$ cat config.mk
export PLATFORM = sky130hd
export DESIGN_NAME = ext_irq_unit
export DESIGN_NICKNAME = d
export VERILOG_FILES = /design/src/rtl/ext_irq_pkg.sv /design/src/rtl/pin_sync3.sv /design/src/rtl/nmi_detect.sv /design/src/rtl/ext_irq_unit.sv
export VERILOG_INCLUDE_DIRS = /design/src /design/src/rtl
export SDC_FILE = /design/constraint.sdc
export NUM_CORES = 1
export LEC_CHECK = 0
export BUFFER_PORTS_ARGS = -buffer_cell sky130_fd_sc_hd__buf_4
export CELL_PAD_IN_SITES_DETAIL_PLACEMENT = 0
export CELL_PAD_IN_SITES_GLOBAL_PLACEMENT = 2
export CORE_AREA = 4 4 149 137
export DETAILED_ROUTE_END_ITERATION = 12
export DIE_AREA = 0 0 153 141
export GPL_TIMING_DRIVEN = 0
export PLACE_DENSITY = 0.85
export SLEW_MARGIN = 40
export SYNTH_ARGS = -nofsm -noshare
export SYNTH_HDL_FRONTEND = slang
export SYNTH_SLANG_ARGS = --single-unit
$ cat constraint.sdc
create_clock -name pclk -period 5.1 [get_ports pclk]
set_input_delay 0.255 -clock pclk [delete_from_list [all_inputs] [get_ports pclk]]
set_output_delay 0.255 -clock pclk [all_outputs]
set_load 0.02 [all_outputs]
$ cat src/rtl/ext_irq_defs.svh
`ifndef EXT_IRQ_DEFS_SVH
`define EXT_IRQ_DEFS_SVH

// Register indices; byte address is four times the index
`define IDX_CTRL 8'h00
`define IDX_STATUS 8'h01
`define IDX_NMI_CONTROL 8'h02
`define IDX_NMI_FLAG 8'h03
`define IDX_EVENT_CONTROL 8'h04
`define IDX_ENABLE_CLEAR 8'h08
`define IDX_ENABLE_SET 8'h0C
`define IDX_IRQSTAT 8'h20
`define IDX_IRQMASK 8'h21

// Field positions
`define CTRL_SOFT_RESET 0
`define CTRL_ENABLE 1
`define STATUS_BUSY 7
`define NMI_CFG_MSB 3
`define NONMASKABLE_FLAG_BIT 0
`define IRQ_NMI 0
`define IRQ_RST 1
`define IRQ_BITS 2

// Reset values
`define RST_WORD 32'h0000_0000
`define RST_NMICFG 4'h0

// Trigger codes
`define SENSE_NONE 3'h0
`define SENSE_RISE 3'h1
`define SENSE_FALL 3'h2
`define SENSE_BOTH 3'h3
`define SENSE_HIGH 3'h4
`define SENSE_LOW 3'h5

// Timing
`define PERIPH_DIV_DEFAULT 4
`define SYNC_TICKS_DEFAULT 2

`endif

$ cat src/rtl/ext_irq_pkg.sv
package ext_irq_pkg;

	typedef struct packed {
		logic filter_on;
		logic [2:0] trigger;
	} nmi_cfg_t;

	typedef enum logic [1:0] {
		SYNC_IDLE = 2'b01,
		SYNC_RUN = 2'b10
	} sync_state_t;

endpackage

$ cat src/rtl/pin_sync3.sv
`timescale 1ns/1ps
module pin_sync3 #(
	parameter int WIDTH = 1
) (
	// Clock and reset
	input wire logic pclk,
	input wire logic presetn,
	// Pins in, settled levels out
	input wire logic [WIDTH-1:0] pin,
	output logic [WIDTH-1:0] level
);
	genvar i;
	generate
		for (i = 0; i < WIDTH; i++) begin : g_bit
			logic s1;
			logic s2;
			logic s3;
			always_ff @(posedge pclk or negedge presetn) begin
				if (!presetn) begin
					s1 <= 1'b0;
					s2 <= 1'b0;
					s3 <= 1'b0;
					level[i] <= 1'b0;
				end else begin
					s1 <= pin[i];
					s2 <= s1;
					s3 <= s2;
					// Only a level seen by two stages in a row counts
					if (s2 == s3) begin
						level[i] <= s2;
					end
				end
			end
		end
	endgenerate
endmodule // pin_sync3

$ cat src/rtl/nmi_detect.sv
`timescale 1ns/1ps
`include "ext_irq_defs.svh"
module nmi_detect (
	// Clock and reset
	input wire logic pclk,
	input wire logic presetn,
	// Peripheral rate enable
	input wire logic tick,
	// Settled pin level and configuration
	input wire logic pin_level,
	input ext_irq_pkg::nmi_cfg_t cfg,
	// Detection pulse
	output logic hit
);
	logic [2:0] samples;
	logic level_prev;
	wire majority = (samples[0] & samples[1]) | (samples[0] & samples[2]) |
		(samples[1] & samples[2]);
	wire level_now = cfg.filter_on ? majority : pin_level; // see
	wire match = (cfg.trigger == `SENSE_RISE) ? (level_now & ~level_prev) :
		(cfg.trigger == `SENSE_FALL) ? (~level_now & level_prev) :
		(cfg.trigger == `SENSE_BOTH) ? (level_now ^ level_prev) :
		(cfg.trigger == `SENSE_HIGH) ? level_now :
		(cfg.trigger == `SENSE_LOW) ? ~level_now : 1'b0;

	always_ff @(posedge pclk or negedge presetn) begin
		if (!presetn) begin
			samples <= 3'h0;
			level_prev <= 1'b0;
			hit <= 1'b0;
		end else begin
			hit <= tick & match;
			if (tick) begin
				samples <= {samples[1:0], pin_level};
				level_prev <= level_now;
			end
		end
	end
endmodule // nmi_detect

$ cat src/rtl/ext_irq_unit.sv
`timescale 1ns/1ps
`include "ext_irq_defs.svh"
// Notes on behaviour
// Writing soft reset one restores every register and disables the unit; zero does nothing. The code leaves IRQSTAT with its IRQ_RST bit set.
// A write setting soft reset discards all other bits of that write.
// Reset ends after sync; soft reset bit and busy clear together.
// Soft reset bit reads one while reset pending, zero otherwise.
// Busy at status bit 7 rises when sync starts, falls when done.
// Filter bit 3 of NMI control register enables the pin filter; zero bypasses.
// Trigger field: none, rise, fall, both, high, low; 6 and 7 reserved.
// Pin matching trigger sets the flag, which raises the request.
// Writing one clears the flag; writing zero leaves it.
// Per line enable bit lets a line detection produce an event output.
// Enable clear: one clears line enable, zero nothing, read shows enables.
// Control write during busy stalls the bus until sync done, then completes.
// Filtered level is the majority of three peripheral rate samples.
module ext_irq_unit #(
	parameter int LINES = 16,
	parameter int PERIPH_DIV = `PERIPH_DIV_DEFAULT,
	parameter int SYNC_TICKS = `SYNC_TICKS_DEFAULT
) (
	// Clock and reset
	input wire logic pclk,
	input wire logic presetn,
	// APB slave
	input wire logic psel,
	input wire logic penable,
	input wire logic pwrite,
	input wire logic [11:0] paddr,
	input wire logic [31:0] pwdata,
	input wire logic [3:0] pstrb,
	output logic [31:0] prdata,
	output logic pready,
	output logic pslverr,
	// Pins
	input wire logic nmi_pin,
	input wire logic [LINES-1:0] external_line,
	// Requests and events
	output logic nmi_request,
	output logic [LINES-1:0] event_out,
	output logic [LINES-1:0] line_irq_enable,
	output logic unit_enabled,
	output logic irq
);
	localparam logic [7:0] DIV_LAST = 8'(PERIPH_DIV - 1);
	localparam logic [7:0] SYNC_LAST = 8'(SYNC_TICKS - 1);
	localparam int STALL_MAX = SYNC_TICKS * PERIPH_DIV + 2;

	ext_irq_pkg::sync_state_t sync_state;
	ext_irq_pkg::nmi_cfg_t nmi_cfg;
	logic [7:0] div_cnt;
	logic [7:0] sync_cnt;
	logic soft_reset_bit;
	logic nonmaskable_flag_reg;
	logic [LINES-1:0] pin_event_out_enable;
	logic [`IRQ_BITS-1:0] irq_status;
	logic [`IRQ_BITS-1:0] irq_mask;
	logic [LINES-1:0] line_level;
	logic [LINES-1:0] line_prev;
	logic nmi_level;
	logic nmi_hit;

	// Peripheral rate enable
	wire periph_tick = (div_cnt == DIV_LAST);
	wire domain_sync_pending = (sync_state == ext_irq_pkg::SYNC_RUN);
	wire sync_done = domain_sync_pending & periph_tick & (sync_cnt == SYNC_LAST);
	wire soft_clear = sync_done & soft_reset_bit;

	// Address decode
	wire [7:0] reg_idx = paddr[9:2];
	wire aligned = (paddr[1:0] == 2'b00) && (paddr[11:10] == 2'b00);
	wire ctrl_hit = aligned && (reg_idx == `IDX_CTRL);
	wire status_hit = aligned && (reg_idx == `IDX_STATUS);
	wire nmicfg_hit = aligned && (reg_idx == `IDX_NMI_CONTROL);
	wire flag_hit = aligned && (reg_idx == `IDX_NMI_FLAG);
	wire evcfg_hit = aligned && (reg_idx == `IDX_EVENT_CONTROL);
	wire enclr_hit = aligned && (reg_idx == `IDX_ENABLE_CLEAR);
	wire enset_hit = aligned && (reg_idx == `IDX_ENABLE_SET);
	wire stat_hit = aligned && (reg_idx == `IDX_IRQSTAT);
	wire mask_hit = aligned && (reg_idx == `IDX_IRQMASK);
	wire mapped = ctrl_hit | status_hit | nmicfg_hit | flag_hit | evcfg_hit |
		enclr_hit | enset_hit | stat_hit | mask_hit;

	// Only the control register crosses domains, so only it stalls
	wire stall = psel & penable & pwrite & ctrl_hit & domain_sync_pending;
	assign pready = ~stall;
	assign pslverr = psel & penable & ~mapped;
	wire wr_fire = psel & penable & pwrite & pready & mapped;
	wire [31:0] wmask = {{8{pstrb[3]}}, {8{pstrb[2]}}, {8{pstrb[1]}}, {8{pstrb[0]}}};
	wire [31:0] wbits = pwdata & wmask;
	wire ctrl_wr = wr_fire & ctrl_hit & pstrb[0];
	wire soft_req = ctrl_wr & pwdata[`CTRL_SOFT_RESET];
	wire flag_clr = wr_fire & flag_hit & wbits[`NONMASKABLE_FLAG_BIT];

	// Line detection: settled rising edge
	wire [LINES-1:0] line_rise = line_level & ~line_prev;

	// Read mux
	wire [31:0] rd_ctrl = {30'h0, unit_enabled, soft_reset_bit};
	wire [31:0] rd_status = {24'h0, domain_sync_pending, 7'h00};
	wire [31:0] rd_nmicfg = {28'h0, nmi_cfg};
	wire [31:0] rd_flag = {31'h0, nonmaskable_flag_reg};
	wire [31:0] rd_ev = {{(32 - LINES){1'b0}}, pin_event_out_enable};
	wire [31:0] rd_en = {{(32 - LINES){1'b0}}, line_irq_enable};
	wire [31:0] rd_stat = {{(32 - `IRQ_BITS){1'b0}}, irq_status};
	wire [31:0] rd_mask = {{(32 - `IRQ_BITS){1'b0}}, irq_mask};
	wire [31:0] rd_word = ctrl_hit ? rd_ctrl :
		status_hit ? rd_status :
		nmicfg_hit ? rd_nmicfg :
		flag_hit ? rd_flag :
		evcfg_hit ? rd_ev :
		(enclr_hit | enset_hit) ? rd_en :
		stat_hit ? rd_stat :
		mask_hit ? rd_mask : `RST_WORD;

	assign nmi_request = nonmaskable_flag_reg;
	assign irq = |(irq_status & irq_mask);

	pin_sync3 #(
		.WIDTH(LINES + 1)
	) u_sync (
		.pclk(pclk),
		.presetn(presetn),
		.pin({nmi_pin, external_line}),
		.level({nmi_level, line_level})
	);

	nmi_detect u_nmi (
		.pclk(pclk),
		.presetn(presetn),
		.tick(periph_tick),
		.pin_level(nmi_level),
		.cfg(nmi_cfg),
		.hit(nmi_hit)
	);

	// Divider and read data capture
	always_ff @(posedge pclk or negedge presetn) begin
		if (!presetn) begin
			div_cnt <= 8'h00;
			prdata <= `RST_WORD;
		end else begin
			div_cnt <= periph_tick ? 8'h00 : div_cnt + 8'h01;
			if (psel) begin
				prdata <= rd_word;
			end
		end
	end

	// Synchronisation sequencer
	always_ff @(posedge pclk or negedge presetn) begin
		if (!presetn) begin
			sync_state <= ext_irq_pkg::SYNC_IDLE;
			sync_cnt <= 8'h00;
			soft_reset_bit <= 1'b0;
			unit_enabled <= 1'b0;
		end else begin
			case (sync_state)
				ext_irq_pkg::SYNC_IDLE: begin
					if (ctrl_wr) begin
						sync_state <= ext_irq_pkg::SYNC_RUN;
						sync_cnt <= 8'h00;
						soft_reset_bit <= soft_req;
						if (!soft_req) begin
							unit_enabled <= pwdata[`CTRL_ENABLE];
						end
					end
				end
				ext_irq_pkg::SYNC_RUN: begin
					if (sync_done) begin
						sync_state <= ext_irq_pkg::SYNC_IDLE;
						soft_reset_bit <= 1'b0;
						if (soft_reset_bit) begin
							unit_enabled <= 1'b0;
						end
					end else if (periph_tick) begin
						sync_cnt <= sync_cnt + 8'h01;
					end
				end
				default: begin
					sync_state <= ext_irq_pkg::SYNC_IDLE;
				end
			endcase
		end
	end

	// Configuration registers; soft reset outranks any write
	always_ff @(posedge pclk or negedge presetn) begin
		if (!presetn) begin
			nmi_cfg <= `RST_NMICFG;
			pin_event_out_enable <= '0;
			line_irq_enable <= '0;
			irq_mask <= '0;
		end else if (soft_clear) begin
			nmi_cfg <= `RST_NMICFG;
			pin_event_out_enable <= '0;
			line_irq_enable <= '0;
			irq_mask <= '0;
		end else if (wr_fire) begin
			if (nmicfg_hit && pstrb[0]) begin
				nmi_cfg <= pwdata[`NMI_CFG_MSB:0]; // see
			end
			if (evcfg_hit) begin
				pin_event_out_enable <= (pin_event_out_enable & ~wmask[LINES-1:0]) |
					wbits[LINES-1:0];
			end
			if (enclr_hit) begin
				line_irq_enable <= line_irq_enable & ~wbits[LINES-1:0];
			end
			if (enset_hit) begin
				line_irq_enable <= line_irq_enable | wbits[LINES-1:0];
			end
			if (mask_hit) begin
				irq_mask <= (irq_mask & ~wmask[`IRQ_BITS-1:0]) | wbits[`IRQ_BITS-1:0];
			end
		end
	end

	// Flags: a new event beats a clear in the same cycle
	wire [`IRQ_BITS-1:0] irq_set = {soft_clear, nmi_hit};
	wire [`IRQ_BITS-1:0] irq_clr = (wr_fire & stat_hit) ? wbits[`IRQ_BITS-1:0] : '0;
	always_ff @(posedge pclk or negedge presetn) begin
		if (!presetn) begin
			nonmaskable_flag_reg <= 1'b0;
			irq_status <= '0;
		end else begin
			if (nmi_hit) begin
				nonmaskable_flag_reg <= 1'b1;
			end else if (flag_clr || soft_clear) begin
				nonmaskable_flag_reg <= 1'b0;
			end
			irq_status <= ((soft_clear ? '0 : irq_status) & ~irq_clr) | irq_set;
		end
	end

	// Line events, gated per line
	always_ff @(posedge pclk or negedge presetn) begin
		if (!presetn) begin
			line_prev <= '0;
			event_out <= '0;
		end else begin
			line_prev <= line_level;
			event_out <= line_rise & pin_event_out_enable & {LINES{unit_enabled}};
		end
	end
endmodule // ext_irq_unit

* Yosys cells after proc, flatten, opt, wreduce, memory -nomap -nowiden *
Cells that the tools add are included.

word-level totals
  register bits = 198
  bits of input ports = 70
  output and inout port bits = 69
  logic and storage cells = 262

cells by class
  add/sub/neg operators = 2
  eq/ne operators = 40
  mux-type cells = 47
  bitwise gates (word level) = 56
  reductions and logical operators = 31

operator list
  kind                                                                   count
  16-bit 2-to-1 mux                                                      13
  16-bit AND                                                             6
  16-bit NOT                                                             3
  8-bit 2-to-1 mux                                                       4
  16-bit OR                                                              2
  8-bit by 2-bit equality test with 1-bit output, second input constant  3
  1-bit AND                                                              22
  2-bit 2-to-1 mux                                                       9
  1-bit equality test                                                    17
  8-bit by 1-bit adder with 8-bit output, second input constant          2
  8-bit by 1-bit equality test with 1-bit output, second input constant  2
  8-bit by 4-bit equality test with 1-bit output, second input constant  2
  8-bit by 6-bit equality test with 1-bit output, second input constant  2
  8-bit case mux with 2 select lines                                     1
  1-bit 2-to-1 mux                                                       14
  4-bit 2-to-1 mux                                                       3
  2-bit nonzero test                                                     6
  1-bit logical AND                                                      11
  1-bit OR                                                               11
  2-bit inequality test, second input constant                           5
  2-bit AND reduction                                                    5
  8-bit by 3-bit equality test with 1-bit output, second input constant  1
  8-bit logical NOT                                                      1
  2-bit AND                                                              3
  other kinds (19)                                                       28

* Logic depth before layout (Yosys ltp) *
  depth in word-level cells = 18
  depth in mapped cells = 9
  mapped depth without buffers = 9

* Modules after synthesis *
From an unflattened synthesis, not the netlist that was laid out.

second synthesis, totals
  cells, all modules = 583
  area, all modules = 7343.3 um^2

modules (own cells, without submodules)
  module        times used  cells each  area each (um^2)  sequential area each (um^2)
  ext_irq_unit  1           474         5171.2            2728.9
  pin_sync3     1           85          1893.1            1701.6
  nmi_detect    1           24          279.0             125.1

* Worst setup path before layout *
Ideal clock, no wire load.

  path kind = reg2reg
  start = register div_cnt[0]
  end = register sync_cnt[2]
  library setup time = 0.095 ns
  arrival time = 2.010 ns
  required time = 5.005 ns
  slack = 2.994 ns
  stages on the path, launching flop included = 7
  path through = dfrtp_1 -> ha_1 -> or4b_4 -> nor4_4 -> or3b_4 -> nor2b_1 -> o32ai_2

on the way
  longest elaborated chain between the ends = 5
  elaborated cells on any way between the ends = 6

ends and longest elaborated chain
  item                                                RTL line             text
  from (decl)                                         ext_irq_unit.sv:51   logic [7:0] div_cnt;
  from (signal assigned)                              ext_irq_unit.sv:143  div_cnt <= periph_tick ? 8'h00 : div_cnt + 8'h01;
  8-bit by 2-bit equality test with 1-bit output (*)  ext_irq_unit.sv:64   wire periph_tick = (div_cnt == DIV_LAST);
  1-bit AND (2 in series)                             ext_irq_unit.sv:66   wire sync_done = domain_sync_pending & periph_tick & (sync_cnt == SYNC_LAST);
  2-bit inequality test (no source line)              -
  4-bit AND reduction (no source line) (*)            -
  to (signal assigned)                                ext_irq_unit.sv:177  sync_cnt <= sync_cnt + 8'h01;
  to (decl)                                           ext_irq_unit.sv:52   logic [7:0] sync_cnt;

Every way passes the cells marked *; elsewhere a longest branch is shown, timed or not.
A chain may end at the register's enable or synchronous reset.

* Worst setup path after layout *
  start = register sync_state[0]
  end = output port pready

on the way
  longest elaborated chain between the ends = 3

ends and longest elaborated chain
  item                    RTL line             text
  from (decl)             ext_irq_unit.sv:49   ext_irq_pkg::sync_state_t sync_state;
  from (signal assigned)  ext_irq_unit.sv:153  sync_state <= ext_irq_pkg::SYNC_IDLE;
  from (signal assigned)  ext_irq_unit.sv:161  sync_state <= ext_irq_pkg::SYNC_RUN;
  from (signal assigned)  ext_irq_unit.sv:171  sync_state <= ext_irq_pkg::SYNC_IDLE;
  2-bit equality test     ext_irq_unit.sv:65   wire domain_sync_pending = (sync_state == ext_irq_pkg::SYNC_RUN);
  1-bit AND               ext_irq_unit.sv:85   wire stall = psel & penable & pwrite & ctrl_hit & domain_sync_pending;
  1-bit NOT               ext_irq_unit.sv:86   assign pready = ~stall;
  to (decl)               ext_irq_unit.sv:33   output logic pready,

No other way between the ends.

==> flow_summary_export.csv <==
group,metric,value,unit
detailed_routing,num_vias,5083,
yosys,synthArstFlopShare,100,%
yosys,ys_types,58,
min_path,min_from,"pwdata[10]",
clock_tree,postCtsSetupBuffers,0,
yosys,ys_warn_count,0,
yosys,netlist_instances,578,
worst_setup_path,worst-path-buf-inv,4,
detailed_routing,firstDrtPassIters,7,
worst_setup_path,worst_path_max_delay_cell,"clkbuf_1",
die,ios,139,
yosys,netlist_area,7220,um2
worst_setup_path,cpPeakStageDelay,0.42,ns
detailed_routing,drt_wl_total,17800,um
worst_setup_path,critPathTopFamily,"buffers and inverters",
die,rows,48,
yosys,yosys-top-cells-count,"dfrtp_1 (181), mux2i_1 (43), nand2_1 (42), nor2_1 (40), nand3_1 (24)",
yosys,synth_flop_cell,"dfrtp_1",
worst_setup_path,path_common_cell,"clkbuf_1",
sta,relSlewSlack,40.7,%
global_routing,grt_use_total,17.1,%
die,die-area,21600,um2
detailed_routing,first_iter_violations,400,
outcome,outcome,"finished clean",
worst_setup_path,reg2reg_slack,2.57,ns
worst_setup_path,cp.arrival,2.28,ns
finish,layout-drive-gt1-share,24.8,%
sta,finalSetupTns,0,ns
sta,finalCriticalPeriod,2.54,ns
place,gp_congestion,0.885,
global_routing,first_global_vias,5181,
yosys,yosys_register_bits,182,
worst_setup_path,critical_path_peak_fanout,10,
clock_tree,ctsResizeCount,0,
detailed_routing,wl_per_cell,17.9,um
sta,setup_violations,0,
sta,finClkSkew,0.0137,ns
power,finalPower,3.10,mW
global_routing,grt_max_degree,76,
worst_setup_path,r2r-end,"line_irq_enable[15]",
run,cap_violations,0,
yosys,synth_top_area_share,62.7,%
finish,fin_area,9270,um2
worst_setup_path,path_cells,"inv_1 > ha_1 > clkbuf_1 > clkbuf_1 > nand4_1 > buf_4",
sta,hold_viol_final,0,
min_path,min_path_type,"input port to flip-flop",
detailed_routing,via_per_inst,5.10,
worst_setup_path,critPathKind,"flip-flop to primary output",
finish,nNetsFinal,811,
min_path,hold_depth,3,
clock_tree,clk_pin_slew_worst_paths,0.07,ns
sta,maxSlewViolCount,0,
power,leakagePower,4.42,nW
finish,final_util,49.2,%
sta,max_freq,0.394,GHz
power,ir_worst_vdd,0.201,mV
yosys,seq_area_frac_synth,63.1,%
die,core-area,18900,um2
place,port_buffers,102,
worst_setup_path,r2r-start,"sync_cnt[3]",
yosys,synth.most_common_cell,"dfrtp_1",
place,dpl_cell_area,8430,um2
clock_tree,cts-root-buf,"clkbuf_16",
clock_tree,worstSkewPairLatency,0.44,ns
finish,area_growth,28.4,%
detailed_routing,antenna_left,0,
finish,antenna_cells,0,
global_routing,grt_pass1_wl,28800,um
clock_tree,cts_tree,"yes",
die,die_w,153,um
clock_tree,cts-buffers-inserted,17,
yosys,synth.largest_area_cell,"dfrtp_1",
clock_tree,cts_hold_buf,18,
die,die_h,141,um
sta,timing.hold.ws,0.0753,ns
min_path,hold-path-endpoint,"pin_event_out_enable[10]",
sta,rsz0062_at_grt,"false",
clock_tree,cts.sinks,182,
sta,fin_crit_sh,49.8,%
clock_tree,clockBufferDepth,2,
worst_setup_path,cp-start-kind,"flip-flop",
global_routing,antenna_found_initial,0,
worst_setup_path,cp-end-kind,"primary output",
worst_setup_path,crit_required,4.85,ns
sta,worst_pin_slew,0.886,ns
yosys,synth_edf_count,0,
die,start_util,38.3,%
clock_tree,htree_levels,4,
detailed_routing,drc,0,
global_routing,grt_overflow,0,
yosys,syn_avg_cell_area,12.5,um2
yosys,synth_area_leaders,"dfrtp_1 (63%), mux2i_1 (6.0%), maj3_1 (2.5%)",
worst_setup_path,crit_start,"sync_state[0]",
power,power_density,335,nW/um2
worst_setup_path,r2r_cells,7,
place,hpwl,12700,um
==> flip-flops by register name (all words and copies together), names as in the netlist <==
register and count:
event_out 16, u_sync.g_bit.s2 17, line_irq_enable 16, u_sync.g_bit.s3 17
u_nmi.level_prev 1, u_nmi.samples 3, sync_cnt 8, prdata 16
irq_status 2, u_sync.level 17, nmi_request 1, soft_reset_bit 1
u_sync.g_bit.s1 17, div_cnt 8, pin_event_out_enable 16, irq_mask 2
unit_enabled 1, line_prev 16, u_nmi.hit 1, sync_state 2
nmi_cfg 4
==> placed cells by master (no fill, tap or decap), types with 10 or more instances in the layout <==
cell type,netlist,layout
dfrtp_1,181,181
buf_4,16,117
mux2i_1,43,43
nand2_1,42,42
nor2_1,40,40
nand3_1,24,24
inv_1,22,22
maj3_1,18,18
dlygate4sd3_1,0,18
clkbuf_16,0,17
and4b_1,16,16
a21oi_1,16,16
conb_1,1,16
o22ai_1,15,15
o21ai_0,14,14
clkbuf_1,10,10
nand4_1,10,10
==> logic make-up (layout without fill, tap and decap cells) <==
group,Yosys count,count (layout),synth area share [%]
buffers and inverters,58,212,3.97
xor gates and xnor gates,6,6,0.728
DFF,182,182,63.1
other,1,16,0.0519
muxes,48,48,6.74
AOI/OAI and AO/OA,76,76,7.22
and+or+nand+nor,182,182,14.5
adders and majority gates,25,25,3.71
==> through the flow <==
step,cells,worst slack [ns]
after detailed placement,947,2.57
after global placement,945,2.65
final,997,2.56
after CTS,997,2.54
after global routing,997,2.39
after floorplan,593,2.99
==> power by group <==
part / total (mW) / internal (mW) / switching (mW)
Sequential: 1.52 / 1.49 / 0.0241
Combinational: 0.163 / 0.0728 / 0.0900
Clock: 1.42 / 0.802 / 0.621
Total: 3.10 / 2.37 / 0.735
==> worst max-delay path by stage <==
stage / to / slack, ns / cells past startpoint
floorplan: sync_cnt[2] / 2.99 / 6
global placement: nmi_cfg[3] / 2.65 / 7
detailed placement: line_irq_enable[15] / 2.57 / 7
CTS: pready / 2.54 / 6
global route: pready / 2.39 / 6
finish: pready / 2.56 / 6
==> per-layer routing <==
metal	wire (um)	vias to the layer above	global-route usage (%)
met4	319	0	5.67
li1	-	2341	-
met3	1190	20	5.19
met5	0	-	0
met1	7960	2557	23.2
met2	8370	165	26.3
==> layout make-up <==
class | count | area [um2]
sequential | 182 | 4560
buffer | 36 | 205
clock inverter | 15 | 233
fill | 1727 | 9580
timing repair buffer | 122 | 1010
tap | 250 | 313
multi-input combinational | 353 | 2450
clock buffer | 17 | 425
inverter | 22 | 82.6
==> worst register-to-register path: stages (launching register included) <==
cell and delay, ns:
dfrtp_1 0.36, clkbuf_1 0.17, or4_1 0.55, nor4_2 0.35
and3_1 0.28, buf_2 0.30, buf_2 0.31, nor2_1 0.09
Power figures use the tool's default switching activity.
